### src/verilog/dyn_pkg.sv
/*
 Constants for the gain dynamics block: register offsets, field positions,
 reset values, decode tables and timing counts.
 Assumes a 40 MHz system clock and 24-bit signed audio samples.
*/
package dyn_pkg;
    // Register offsets.
    localparam logic [7:0] FEAT_ADDR  = 8'h1d;
    localparam logic [7:0] LIMIT_ADDR = 8'h1e;
    localparam logic [7:0] TIME_ADDR  = 8'h1f;
    localparam logic [7:0] FREL_ADDR  = 8'h22;
    localparam logic [7:0] INIT_ADDR  = 8'h23;
    localparam logic [7:0] GAIN_ADDR  = 8'h24;
    // Field positions.
    localparam int ENA_BIT   = 7;
    localparam int GATE_BIT  = 8;
    localparam int FREL_BIT  = 2;
    localparam int GUARD_BIT = 1;
    localparam int MIN_LSB   = 2;
    localparam int MAX_LSB   = 0;
    localparam int GMIN_LSB  = 9;
    localparam int ATK_LSB   = 4;
    localparam int DCY_LSB   = 0;
    localparam int THR_LSB   = 2;
    localparam int RATE_LSB  = 0;
    localparam int INIT_LSB  = 0;
    // Reset values and implemented bits.
    localparam logic [15:0] FEAT_RST   = 16'h0006;
    localparam logic [15:0] LIMIT_RST  = 16'h0c05;
    localparam logic [15:0] TIME_RST   = 16'h0042;
    localparam logic [15:0] FREL_RST   = 16'h0000;
    localparam logic [15:0] INIT_RST   = 16'h0000;
    localparam logic [15:0] FEAT_MASK  = 16'h0186;
    localparam logic [15:0] LIMIT_MASK = 16'h1e1f;
    localparam logic [15:0] TIME_MASK  = 16'h00ff;
    localparam logic [15:0] FREL_MASK  = 16'h000f;
    localparam logic [15:0] INIT_MASK  = 16'h001f;
    // Highest and lowest usable codes; reserved codes clamp to these.
    localparam logic [2:0] MIN_CODE_MAX  = 3'h4;
    localparam logic [3:0] GMIN_CODE_MAX = 4'hc;
    localparam logic [3:0] ATK_CODE_MIN  = 4'h1;
    localparam logic [3:0] ATK_CODE_MAX  = 4'hb;
    localparam logic [3:0] DCY_CODE_MAX  = 4'h8;
    localparam logic [1:0] FREL_CODE_MAX = 2'h2;
    // Gains as Q7.9 multipliers.
    localparam logic [15:0] UNITY_GAIN = 16'h0200;
    localparam logic [15:0] MIN_TBL [5] = '{16'h0200, 16'h0080, 16'h0040, 16'h0020, 16'h0008};
    localparam logic [15:0] MAX_TBL [4] = '{16'h07f7, 16'h0fe2, 16'h1fb3, 16'h7e37};
    localparam logic [15:0] GMIN_TBL [13] = '{16'h0008, 16'h0010, 16'h0020, 16'h0040, 16'h0080,
        16'h00ff, 16'h0200, 16'h03fe, 16'h07f7, 16'h0fe2, 16'h1fb3, 16'h3f3f, 16'h7e37};
    // Expected level seeds for one 30 dB span, in 3.75 dB steps.
    localparam logic [23:0] SEED_TBL [8] = '{24'h7fffff, 24'h53126e, 24'h360418, 24'h23126e,
        24'h16c8b4, 24'h0eb852, 24'h09999a, 24'h063bcd};
    localparam int SEED_OCT_SHIFT = 5;
    // Signal levels.
    localparam logic [23:0] FULL_SCALE = 24'h7fffff;
    localparam logic [23:0] TARGET_HI  = 24'h400000;
    localparam logic [23:0] TARGET_LO  = 24'h200000;
    localparam logic [23:0] GATE_LEVEL = 24'h0020c5;
    // Arithmetic shifts.
    localparam int GAIN_FRAC   = 9;
    localparam int STEP_SHIFT  = 8;
    localparam int BOOST_SHIFT = 4;
    localparam int PEAK_SHIFT  = 10;
    localparam int AVG_SHIFT   = 6;
    localparam int THR_SHIFT0  = 2;
    localparam int LOOKAHEAD   = 4;
    // Timing: one gain step of 1/256 is taken per tick; 177 steps make 6 dB.
    localparam int CLK_MHZ       = 40;
    localparam int STEPS_PER_6DB = 177;
    localparam int ATK_BASE_NS   = 181000;
    localparam int DCY_BASE_US   = 186000;
    localparam int FR_NS [3]     = '{725000, 1450000, 5800000};
    localparam int ATK_BASE_CYC_DEF = ATK_BASE_NS * CLK_MHZ / (1000 * STEPS_PER_6DB);
    localparam int DCY_BASE_CYC_DEF = DCY_BASE_US * CLK_MHZ / STEPS_PER_6DB;
    localparam logic [23:0] FR_CYC [3] = '{24'(FR_NS[0] * CLK_MHZ / (1000 * STEPS_PER_6DB)),
        24'(FR_NS[1] * CLK_MHZ / (1000 * STEPS_PER_6DB)), 24'(FR_NS[2] * CLK_MHZ / (1000 * STEPS_PER_6DB))};
endpackage

### src/verilog/applied_gain_readback_dynamics.sv
/*
 Gain dynamics of an audio level controller: gain limits, gain readback,
 peak-driven attack and decay, clip guard look-ahead, fast release and
 expected level seeding. Samples pass through a FIFO to the output.
 Assumes a register port driven by logic on the same clock and a sample
 source and sink that use valid and ready.
*/
// Notes on behaviour
// - Minimum gain code decodes 0, -12, -18, -24, -36 dB; reserved codes clamp.
// - Maximum gain code decodes 12, 18, 24, 36 dB; gain never exceeds it.
// - Applied gain reads back as 16-bit unsigned, 7 integer bits.
// - Readback value divided by 512 is the linear gain.
// - Attack and decay move on tracked peak amplitude; the clip guard acts on the instantaneous sample.
// - Attack lowers gain on high level; decay raises it on low level.
// - Attack code picks rate 181us to 185.6ms per 6dB, doubling per code.
// - Decay code picks rate 186ms to 47.56s per 6dB, doubling per code.
// - Clip guard looks ahead and speeds attack when output would clip.
// - Clip guard adds look-ahead delay to the sample path.
// - Fast release uses its own rate while crest factor exceeds threshold.
// - Crest threshold code decodes 12, 18, 24, 30 dB.
// - Fast release code decodes 0.725, 1.45, 5.8 ms per 6dB.
// - Initial level code seeds expected level, 0 dB down in 3.75 dB steps.
// - Seeding touches only the level estimate, never the applied gain.
// - Compression regions use minimum gain; gate region uses gate minimum.
`timescale 1ns/1ps
module applied_gain_readback_dynamics #(
    parameter int ATK_BASE_CYC = dyn_pkg::ATK_BASE_CYC_DEF,
    parameter int DCY_BASE_CYC = dyn_pkg::DCY_BASE_CYC_DEF
) (
    input  wire logic        clock,
    input  wire logic        rst,
    input  wire logic [7:0]  reg_addr,
    input  wire logic        reg_wr,
    input  wire logic [15:0] reg_wdata,
    output logic      [15:0] reg_rdata,
    input  wire logic        in_valid,
    output logic             in_ready,
    input  wire logic [23:0] in_data,
    output logic             out_valid,
    input  wire logic        out_ready,
    output logic      [23:0] out_data
);
    import dyn_pkg::*;

    // ****************************************************************
    // Registers
    // ****************************************************************
    logic [15:0] feat_ff;
    logic [15:0] limit_ff;
    logic [15:0] time_ff;
    logic [15:0] frel_ff;
    logic [15:0] init_ff;
    logic [15:0] gain_ff;
    logic [15:0] rdata_ff;

    always_ff @(posedge clock or posedge rst) begin
        if (rst) begin
            feat_ff  <= FEAT_RST;
            limit_ff <= LIMIT_RST;
            time_ff  <= TIME_RST;
            frel_ff  <= FREL_RST;
            init_ff  <= INIT_RST;
        end else if (reg_wr) begin
            case (reg_addr)
                FEAT_ADDR:  feat_ff  <= reg_wdata & FEAT_MASK;
                LIMIT_ADDR: limit_ff <= reg_wdata & LIMIT_MASK;
                TIME_ADDR:  time_ff  <= reg_wdata & TIME_MASK;
                FREL_ADDR:  frel_ff  <= reg_wdata & FREL_MASK;
                INIT_ADDR:  init_ff  <= reg_wdata & INIT_MASK;
                default: begin
                end
            endcase
        end
    end

    always_ff @(posedge clock or posedge rst) begin
        if (rst) begin
            rdata_ff <= '0;
        end else begin
            case (reg_addr)
                FEAT_ADDR:  rdata_ff <= feat_ff;
                LIMIT_ADDR: rdata_ff <= limit_ff;
                TIME_ADDR:  rdata_ff <= time_ff;
                FREL_ADDR:  rdata_ff <= frel_ff;
                INIT_ADDR:  rdata_ff <= init_ff;
                GAIN_ADDR:  rdata_ff <= gain_ff;
                default:    rdata_ff <= '0;
            endcase
        end
    end
    assign reg_rdata = rdata_ff;

    // ****************************************************************
    // Field decode
    // ****************************************************************
    logic        ena;
    logic        gate_ena;
    logic        frel_ena;
    logic        guard;
    logic [2:0]  min_c;
    logic [3:0]  gmin_c;
    logic [3:0]  atk_c;
    logic [3:0]  dcy_c;
    logic [1:0]  rate_c;
    logic [4:0]  init_c;
    logic [15:0] min_lim;
    logic [15:0] hi_lim;
    logic [15:0] lo_raw;
    logic [15:0] eff_lo;
    logic [23:0] atk_per;
    logic [23:0] dcy_per;
    logic [23:0] fr_per;
    logic [23:0] seed;
    logic        gate_region;

    assign ena      = feat_ff[ENA_BIT];
    assign gate_ena = feat_ff[GATE_BIT];
    assign frel_ena = feat_ff[FREL_BIT];
    assign guard    = feat_ff[GUARD_BIT];
    assign init_c   = init_ff[INIT_LSB +: 5];

    // Minimum gain decode with reserved clamp.
    assign min_c   = (limit_ff[MIN_LSB +: 3] > MIN_CODE_MAX) ? MIN_CODE_MAX : limit_ff[MIN_LSB +: 3];
    assign min_lim = MIN_TBL[min_c];
    assign hi_lim  = MAX_TBL[limit_ff[MAX_LSB +: 2]];
    assign gmin_c  = (limit_ff[GMIN_LSB +: 4] > GMIN_CODE_MAX) ? GMIN_CODE_MAX : limit_ff[GMIN_LSB +: 4];
    // Gate region uses its own floor.
    assign lo_raw  = gate_region ? GMIN_TBL[gmin_c] : min_lim;
    // The ceiling wins when a floor lies above it.
    assign eff_lo  = (lo_raw > hi_lim) ? hi_lim : lo_raw;

    assign atk_c   = (time_ff[ATK_LSB +: 4] < ATK_CODE_MIN) ? ATK_CODE_MIN :
                     (time_ff[ATK_LSB +: 4] > ATK_CODE_MAX) ? ATK_CODE_MAX : time_ff[ATK_LSB +: 4];
    assign atk_per = 24'(ATK_BASE_CYC) << (atk_c - ATK_CODE_MIN);
    assign dcy_c   = (time_ff[DCY_LSB +: 4] > DCY_CODE_MAX) ? DCY_CODE_MAX : time_ff[DCY_LSB +: 4];
    assign dcy_per = 24'(DCY_BASE_CYC) << dcy_c;
    assign rate_c  = (frel_ff[RATE_LSB +: 2] > FREL_CODE_MAX) ? FREL_CODE_MAX : frel_ff[RATE_LSB +: 2];
    assign fr_per  = FR_CYC[rate_c];
    // Seed is a mantissa step shifted by whole 30 dB spans.
    assign seed    = SEED_TBL[init_c[2:0]] >> (4'(init_c[4:3]) * 4'(SEED_OCT_SHIFT));

    // ****************************************************************
    // Sample path
    // ****************************************************************
    logic        accept;
    logic        proc_valid_ff;
    logic [23:0] proc_data_ff;
    logic        fifo_ready;
    logic [23:0] dly_ff [LOOKAHEAD];
    logic [23:0] path_sample;
    logic [40:0] out_prod;
    logic [23:0] out_sat;
    logic [23:0] abs_in;

    assign in_ready = !proc_valid_ff || fifo_ready;
    assign accept   = in_valid && in_ready;
    assign abs_in   = in_data[23] ? 24'(-in_data) : in_data;

    // Clip guard takes the sample from the end of the delay line.
    assign path_sample = guard ? dly_ff[LOOKAHEAD-1] : in_data;
    assign out_prod    = $signed(path_sample) * $signed({1'b0, gain_ff});

    always_comb begin
        out_sat = out_prod[GAIN_FRAC +: 24];
        if (out_prod[40:32] != {9{out_prod[32]}}) begin
            out_sat = out_prod[40] ? ~FULL_SCALE : FULL_SCALE;
        end
    end

    always_ff @(posedge clock or posedge rst) begin
        if (rst) begin
            for (int i = 0; i < LOOKAHEAD; i++) begin
                dly_ff[i] <= '0;
            end
        end else if (accept) begin
            dly_ff[0] <= in_data;
            for (int i = 1; i < LOOKAHEAD; i++) begin
                dly_ff[i] <= dly_ff[i-1];
            end
        end
    end

    always_ff @(posedge clock or posedge rst) begin
        if (rst) begin
            proc_valid_ff <= 1'b0;
            proc_data_ff  <= '0;
        end else if (accept) begin
            proc_valid_ff <= 1'b1;
            proc_data_ff  <= out_sat;
        end else if (fifo_ready) begin
            proc_valid_ff <= 1'b0;
        end
    end

    sample_fifo #(
        .WIDTH (24),
        .DEPTH (8)
    ) u_fifo (
        .clock     (clock),
        .rst       (rst),
        .in_valid  (proc_valid_ff),
        .in_ready  (fifo_ready),
        .in_data   (proc_data_ff),
        .out_valid (out_valid),
        .out_ready (out_ready),
        .out_data  (out_data)
    );

    // ****************************************************************
    // Level tracking
    // ****************************************************************
    logic        ena_d_ff;
    logic [23:0] peak_ff;
    logic [23:0] avg_ff;
    logic [23:0] peak_dec;
    logic [24:0] avg_diff;
    logic [31:0] crest_ref;
    logic        crest_hi;

    assign peak_dec  = peak_ff - (peak_ff >> PEAK_SHIFT);
    assign avg_diff  = {1'b0, abs_in} - {1'b0, avg_ff};
    // Threshold is a shift of 2 to 5 octaves of the mean level.
    assign crest_ref = {8'h00, avg_ff} << (3'(frel_ff[THR_LSB +: 2]) + 3'(THR_SHIFT0));
    assign crest_hi  = {8'h00, peak_ff} > crest_ref;

    always_ff @(posedge clock or posedge rst) begin
        if (rst) begin
            ena_d_ff <= 1'b0;
            peak_ff  <= '0;
            avg_ff   <= '0;
        end else begin
            ena_d_ff <= ena;
            if (ena && !ena_d_ff) begin
                peak_ff <= seed;
                avg_ff  <= seed;
            end else if (accept) begin
                peak_ff <= (abs_in > peak_dec) ? abs_in : peak_dec;
                avg_ff  <= avg_ff + 24'($signed(avg_diff) >>> AVG_SHIFT);
            end
        end
    end

    // ****************************************************************
    // Gain control
    // ****************************************************************
    logic [39:0] lvl_prod;
    logic [39:0] clip_prod;
    logic        clip_pred;
    logic        dir_dn;
    logic        dir_up;
    logic        fast;
    logic        boost;
    logic        tick;
    logic [23:0] period;
    logic [23:0] rate_cnt_ff;
    logic [15:0] nxt_gain;
    logic [15:0] step;

    assign lvl_prod  = peak_ff * gain_ff;
    assign clip_prod = abs_in * gain_ff;
    assign clip_pred = clip_prod[39:GAIN_FRAC] > {7'h00, FULL_SCALE};
    // Gate region below the gate level.
    assign gate_region = gate_ena && (peak_ff < GATE_LEVEL);

    // Attack on high level, decay on low level.
    assign dir_dn = ena && (gain_ff > eff_lo) && (gate_region || lvl_prod[39:GAIN_FRAC] > {7'h00, TARGET_HI});
    assign dir_up = ena && !gate_region && !dir_dn && (gain_ff < hi_lim) &&
                    (lvl_prod[39:GAIN_FRAC] < {7'h00, TARGET_LO});
    assign fast   = frel_ena && crest_hi;
    assign period = dir_dn ? atk_per : (fast ? fr_per : dcy_per);
    assign tick   = (dir_dn || dir_up) && (rate_cnt_ff >= period - 24'h000001);
    // Early clip detection forces a large step.
    assign boost  = guard && accept && clip_pred && (gain_ff > eff_lo);

    always_ff @(posedge clock or posedge rst) begin
        if (rst) begin
            rate_cnt_ff <= '0;
        end else if (!(dir_dn || dir_up) || tick) begin
            rate_cnt_ff <= '0;
        end else begin
            rate_cnt_ff <= rate_cnt_ff + 24'h000001;
        end
    end

    always_comb begin
        step     = gain_ff >> STEP_SHIFT;
        nxt_gain = gain_ff;
        if (boost) begin
            step     = gain_ff >> BOOST_SHIFT;
            nxt_gain = gain_ff - ((step == '0) ? 16'h0001 : step);
        end else if (tick && dir_dn) begin
            nxt_gain = gain_ff - ((step == '0) ? 16'h0001 : step);
        end else if (tick && dir_up) begin
            nxt_gain = gain_ff + step + 16'h0001;
        end
        if (nxt_gain < eff_lo) begin
            nxt_gain = eff_lo;
        end
        if (nxt_gain > hi_lim) begin
            nxt_gain = hi_lim;
        end
        if (!ena) begin
            nxt_gain = UNITY_GAIN;
        end
    end

    // Gain held as raw value over 512.
    always_ff @(posedge clock or posedge rst) begin
        if (rst) begin
            gain_ff <= UNITY_GAIN;
        end else begin
            gain_ff <= nxt_gain;
        end
    end
endmodule

### src/verilog/sample_fifo.sv
/*
 Small synchronous FIFO for processed samples.
 Assumes one clock; both sides use valid and ready.
*/
`timescale 1ns/1ps
module sample_fifo #(
    parameter int WIDTH = 24,
    parameter int DEPTH = 8
) (
    input  wire logic             clock,
    input  wire logic             rst,
    input  wire logic             in_valid,
    output logic                  in_ready,
    input  wire logic [WIDTH-1:0] in_data,
    output logic                  out_valid,
    input  wire logic             out_ready,
    output logic      [WIDTH-1:0] out_data
);
    localparam int AW = $clog2(DEPTH);

    logic [WIDTH-1:0] mem_ff [DEPTH];
    logic [AW-1:0]    wr_ff;
    logic [AW-1:0]    rd_ff;
    logic [AW:0]      cnt_ff;
    logic             push;
    logic             pop;

    assign in_ready  = cnt_ff != (AW+1)'(DEPTH);
    assign out_valid = cnt_ff != '0;
    assign out_data  = mem_ff[rd_ff];
    assign push      = in_valid && in_ready;
    assign pop       = out_valid && out_ready;

    always_ff @(posedge clock) begin
        if (push) begin
            mem_ff[wr_ff] <= in_data;
        end
    end

    always_ff @(posedge clock or posedge rst) begin
        if (rst) begin
            wr_ff  <= '0;
            rd_ff  <= '0;
            cnt_ff <= '0;
        end else begin
            if (push) begin
                wr_ff <= (wr_ff == AW'(DEPTH - 1)) ? '0 : wr_ff + 1'b1;
            end
            if (pop) begin
                rd_ff <= (rd_ff == AW'(DEPTH - 1)) ? '0 : rd_ff + 1'b1;
            end
            cnt_ff <= cnt_ff + (AW+1)'(push) - (AW+1)'(pop);
        end
    end
endmodule

### config.mk
export PLATFORM = sky130hd
export DESIGN_NAME = applied_gain_readback_dynamics
export DESIGN_NICKNAME = d
export VERILOG_FILES = /design/src/verilog/dyn_pkg.sv /design/src/verilog/applied_gain_readback_dynamics.sv /design/src/verilog/sample_fifo.sv
export SDC_FILE = /design/constraint.sdc
export NUM_CORES = 2
export LEC_CHECK = 0
export BUFFER_PORTS_ARGS = -buffer_cell sky130_fd_sc_hd__buf_2
export CAP_MARGIN = 20
export CORE_ASPECT_RATIO = 1.4
export CORE_MARGIN = 10
export CORE_UTILIZATION = 29
export CTS_CLUSTER_SIZE = 25
export DETAILED_ROUTE_END_ITERATION = 12
export GPL_TIMING_DRIVEN = 0
export PLACE_DENSITY = 0.46
export SYNTH_ARGS = -nofsm -noshare
export SYNTH_HDL_FRONTEND = slang
export SYNTH_SLANG_ARGS = --single-unit
### constraint.sdc
create_clock -name clock -period 38.9 [get_ports clock]
set_clock_uncertainty 0.05 [all_clocks]
set_input_delay 0 -clock clock [delete_from_list [all_inputs] [get_ports clock]]
set_output_delay 0 -clock clock [all_outputs]
set_load 0.01 [all_outputs]
==> impl_results.md <==
- Crit-path leading delay family: compound AO/OA/AOI/OAI gates
- Buffers plus inverters on the worst setup path: 11
- Synth Instances: 7407
- Starting Density: between 20% and 30%
- Min-Delay Path Class: in -> reg
- Synth Warn #: 0
- Synth-to-Final Area Change: 11.9%
- Max Cap Viol: 0
- Clk pin slew, worst setup/hold paths: ~0.070 ns
- F_max: about 50 MHz
- Largest net degree at the start of global routing: around 120
- Via density: 4.99
- Cell area after synthesis: around 67000 sq um
- Crit-path slowest cell: clkinv_1
- Period utilization: 51.9%
- Register area: between 10000 and 15000 sq um
- FF-to-FF End: gain_ff[13]$_DFF_PP0_
- CP endpoint: gain_ff[13]$_DFF_PP0_
- IO Count: 95
- Filler cells: between 20000 and 25000
- WHS: 0.0715 ns
- GPL Wtd Cong: between 0.9 and 1
- Ys async rst share: ~58%
- Worst Slack Setup Final: 18.72 ns
- RSZ-0062 raised after global routing: no
- Die area: ~250000 sq um
- Slew headroom: ~14%
- Drt initial violations: 3386
- Static leakage: 34.2 nW
- Post-synthesis sequential area ratio: 18.5%
- Mean Syn Cell Area: 9.06 sq um
- Max-slew violation count: 0
- Most frequent CP cell: a21oi_1
- Dpl ws: 18.97 ns
- Required @ worst endpoint: about 39 ns
- M1 WL: 92.2 mm
- Nets: 9298
- Global-route usage over all layers: between 10% and 20%
- Core Footprint: 230000 sq um
- Slowest stage delay, CP: 1.10 ns
- Antenna-violating nets left: 0
- Setup slack, reg-to-reg: 18.72 ns
- Met3 WL post-DR: 11.0 mm
- Met2 wire len: 130 mm
- Top-count cell post-synth: nand2_1
- Period minus WS final: 20.18 ns
- Floorplan row count: 208
- Grt total ovfl: 0
- Critical Path Source: gain_ff[11]$_DFF_PP0_
- Pwr/cell area: 67.1 nW/um^2
- Max VDD drop: a little over 70 uV
- Initial antenna violation count: 11
- Layout cells sized above 1: 6.28%
- Dpl hpwl: around 210 mm
- Die X: 427 um
- Slew at the pin closest to its max-slew limit: 1.29 ns
- Synth top area cells: fa_1, ha_1, dfrtp_1
- Highest routed layer: met5
- Vias: around 54000
- EDFF count, synth: between 150 and 200
- CP startpoint kind: flop
- CTS H-tree depth: 2
- First-pass GRT wire length: 373 mm
- Critical path capture point type: flop
- 1st-pass router iterations: 6
- Setup_tns: 0 ns
- Worst skew pair latency: 0.71 ns
- DR WL/cell: about 23 um
- Footprint of the multi-input gates: between 40000 and 50000 sq um
- Vias in the first global route: 57842
- Worst r2r path cells: 67
- Final Hold Fails: 0
- Chip Height: 589 um
- Top-area cell type share of the netlist area: 29.6%
- Critical Path AT: 20.68 ns
- Cell depth of the worst setup path: 67
- Final wirelength: 250 mm
- Status: completed
- Clock tree buffer depth: 3
- Setup Viol. Count Final: 0
- Synth cell count leaders: nand2_1, inv_1, fa_1, ha_1, nor2_1
- DRC Markers: 0
- Setup bufs post-CTS: 0
- Root buffer cell: clkbuf_16
- Seq cells post-synth: approximately 460
- Crit Path Category: reg -> reg
- TritonCTS clock tree: yes
- PortBufs: 89
- Synth Flop Type: dfrtp_1
- FF-to-FF Start: gain_ff[11]$_DFF_PP0_
- CTS sink count: ~460
- Synth area leader: fa_1
- Worst Path Max Fanout: 10
- Yosys cell types: 97
- CTS buffer count: 55
[report_power, final]
part           internal (W)  switching [W]  total [W]
clock              0.000340       0.000239   0.000579
sequential         0.000647       0.000125   0.000772
combinational       0.00140        0.00229    0.00369
total               0.00239        0.00265    0.00504
[through the flow]
step / cells / cell area (sq um) / util [%] / total power [W]
4_1_cts: 10778 / 75100 / 32.7 / 0.00508
3_5_place_dp: 10609 / 72400 / 31.5 / 0.00447
2_1_floorplan: 7408 / 67100 / - / 0.00327
6_report: 10781 / 75100 / 32.7 / 0.00504
5_1_grt: 10779 / 75100 / 32.7 / 0.00551
3_3_place_gp: 10542 / 71400 / 31.1 / 0.00440
[worst register-to-register path, delay by kind of cell (launching register included)]
kind | cells | cell delay, ns
adders and majority gates | 10 | 3.98
muxes | 2 | 0.29
buffers and inverters | 11 | 4.28
AOI/OAI and AO/OA | 23 | 5.83
DFF | 1 | 0.54
and+or+nand+nor | 20 | 4.91
xor gates and xnor gates | 1 | 0.18
[layout make-up]
type                            count  share of cell area (%)
Clock buffer                       70                    2.03
Inverter                         1244                    6.23
Timing Repair Buffer              223                    2.66
Clock inverter                     33                   0.647
Antenna cell                        2                 0.00667
Tap cell                         3045                    5.07
Buffer                            371                    1.89
Sequential cell                   458                    16.6
Multi-Input combinational cell   5335                    64.9
[timing repair]
action	in CTS	in global routing
endpoints found under the hold margin	231	0
hold buffers	66	0
gates resized for setup	0	0
[routing by layer]
layer / up-vias / track usage [%]
met2: 1509 / 36.4
met3: 515 / 2.43
li1: 24218 / -
met5: - / 0.0958
met1: 27592 / 21.7
met4: 10 / 10.4
[registers in the layout (all words and copies together) (netlist names), 3 cells and up]
signal,count
frel_ff,4
time_ff,8
peak_ff,24
feat_ff,4
u_fifo.cnt_ff,4
u_fifo.wr_ff,3
limit_ff,9
proc_data_ff,24
rate_cnt_ff,24
init_ff,5
dly_ff,96
gain_ff,16
reg_rdata,16
u_fifo.rd_ff,3
avg_ff,24
u_fifo.mem_ff,192
[worst min-delay path by stage]
stage | start | endpoint | slack [ns] | depth (start not counted)
floorplan | in_data[3] | dly_ff[75]$_DFFE_PP0P_ | 0.06 | 2
global placement | reg_wdata[10] | limit_ff[10]$_DFFE_PP1P_ | 0.19 | 2
detailed placement | rst | u_fifo.wr_ff[2]$_DFFE_PP0P_ | 0.00004 | 2
CTS | in_valid | proc_valid_ff$_DFFE_PP0P_ | 0.03 | 3
global route | in_valid | proc_valid_ff$_DFFE_PP0P_ | 0.07 | 3
finish | in_valid | proc_valid_ff$_DFFE_PP0P_ | 0.07 | 3
[kinds of logic (layout without fill, tap and decap cells)]
logic type / Yosys count / in the layout / share of synthesized area, %
other cells: 2 / 5 / 0.0112
buf+inv: 1615 / 1941 / 9.07
xor+xnor: 188 / 188 / 2.45
mux: 199 / 199 / 4.29
flops: 458 / 458 / 18.5
compound gates: 926 / 926 / 8.96
fa+ha+maj: 1557 / 1557 / 40.1
simple gates: 2462 / 2462 / 16.6
[cells in the final DEF, fill, tap and decap left out, types with 21 or more instances in the layout]
cell type	count
nand2_1	1301
inv_1	1232
fa_1	991
ha_1	566
nor2_1	399
clkbuf_1	335
and2_1	318
a21oi_1	291
dfrtp_1	257
edfxtp_1	192
o21ai_0	169
xnor2_1	113
buf_2	99
a21o_1	95
mux2_2	86
nor3_1	72
nand3_1	70
dlygate4sd3_1	66
xor2_1	65
mux4_2	62
nand4_1	58
clkbuf_16	55
mux2i_1	51
nor2b_1	46
nand2b_1	46
o21a_1	41
a211oi_1	39
a31oi_1	36
o211ai_1	31
buf_1	27
and3_1	26
nor4_1	23
buf_8	23
o21bai_1	22
or3_1	21
buf_4	21
Power figures use the tool's default switching activity.
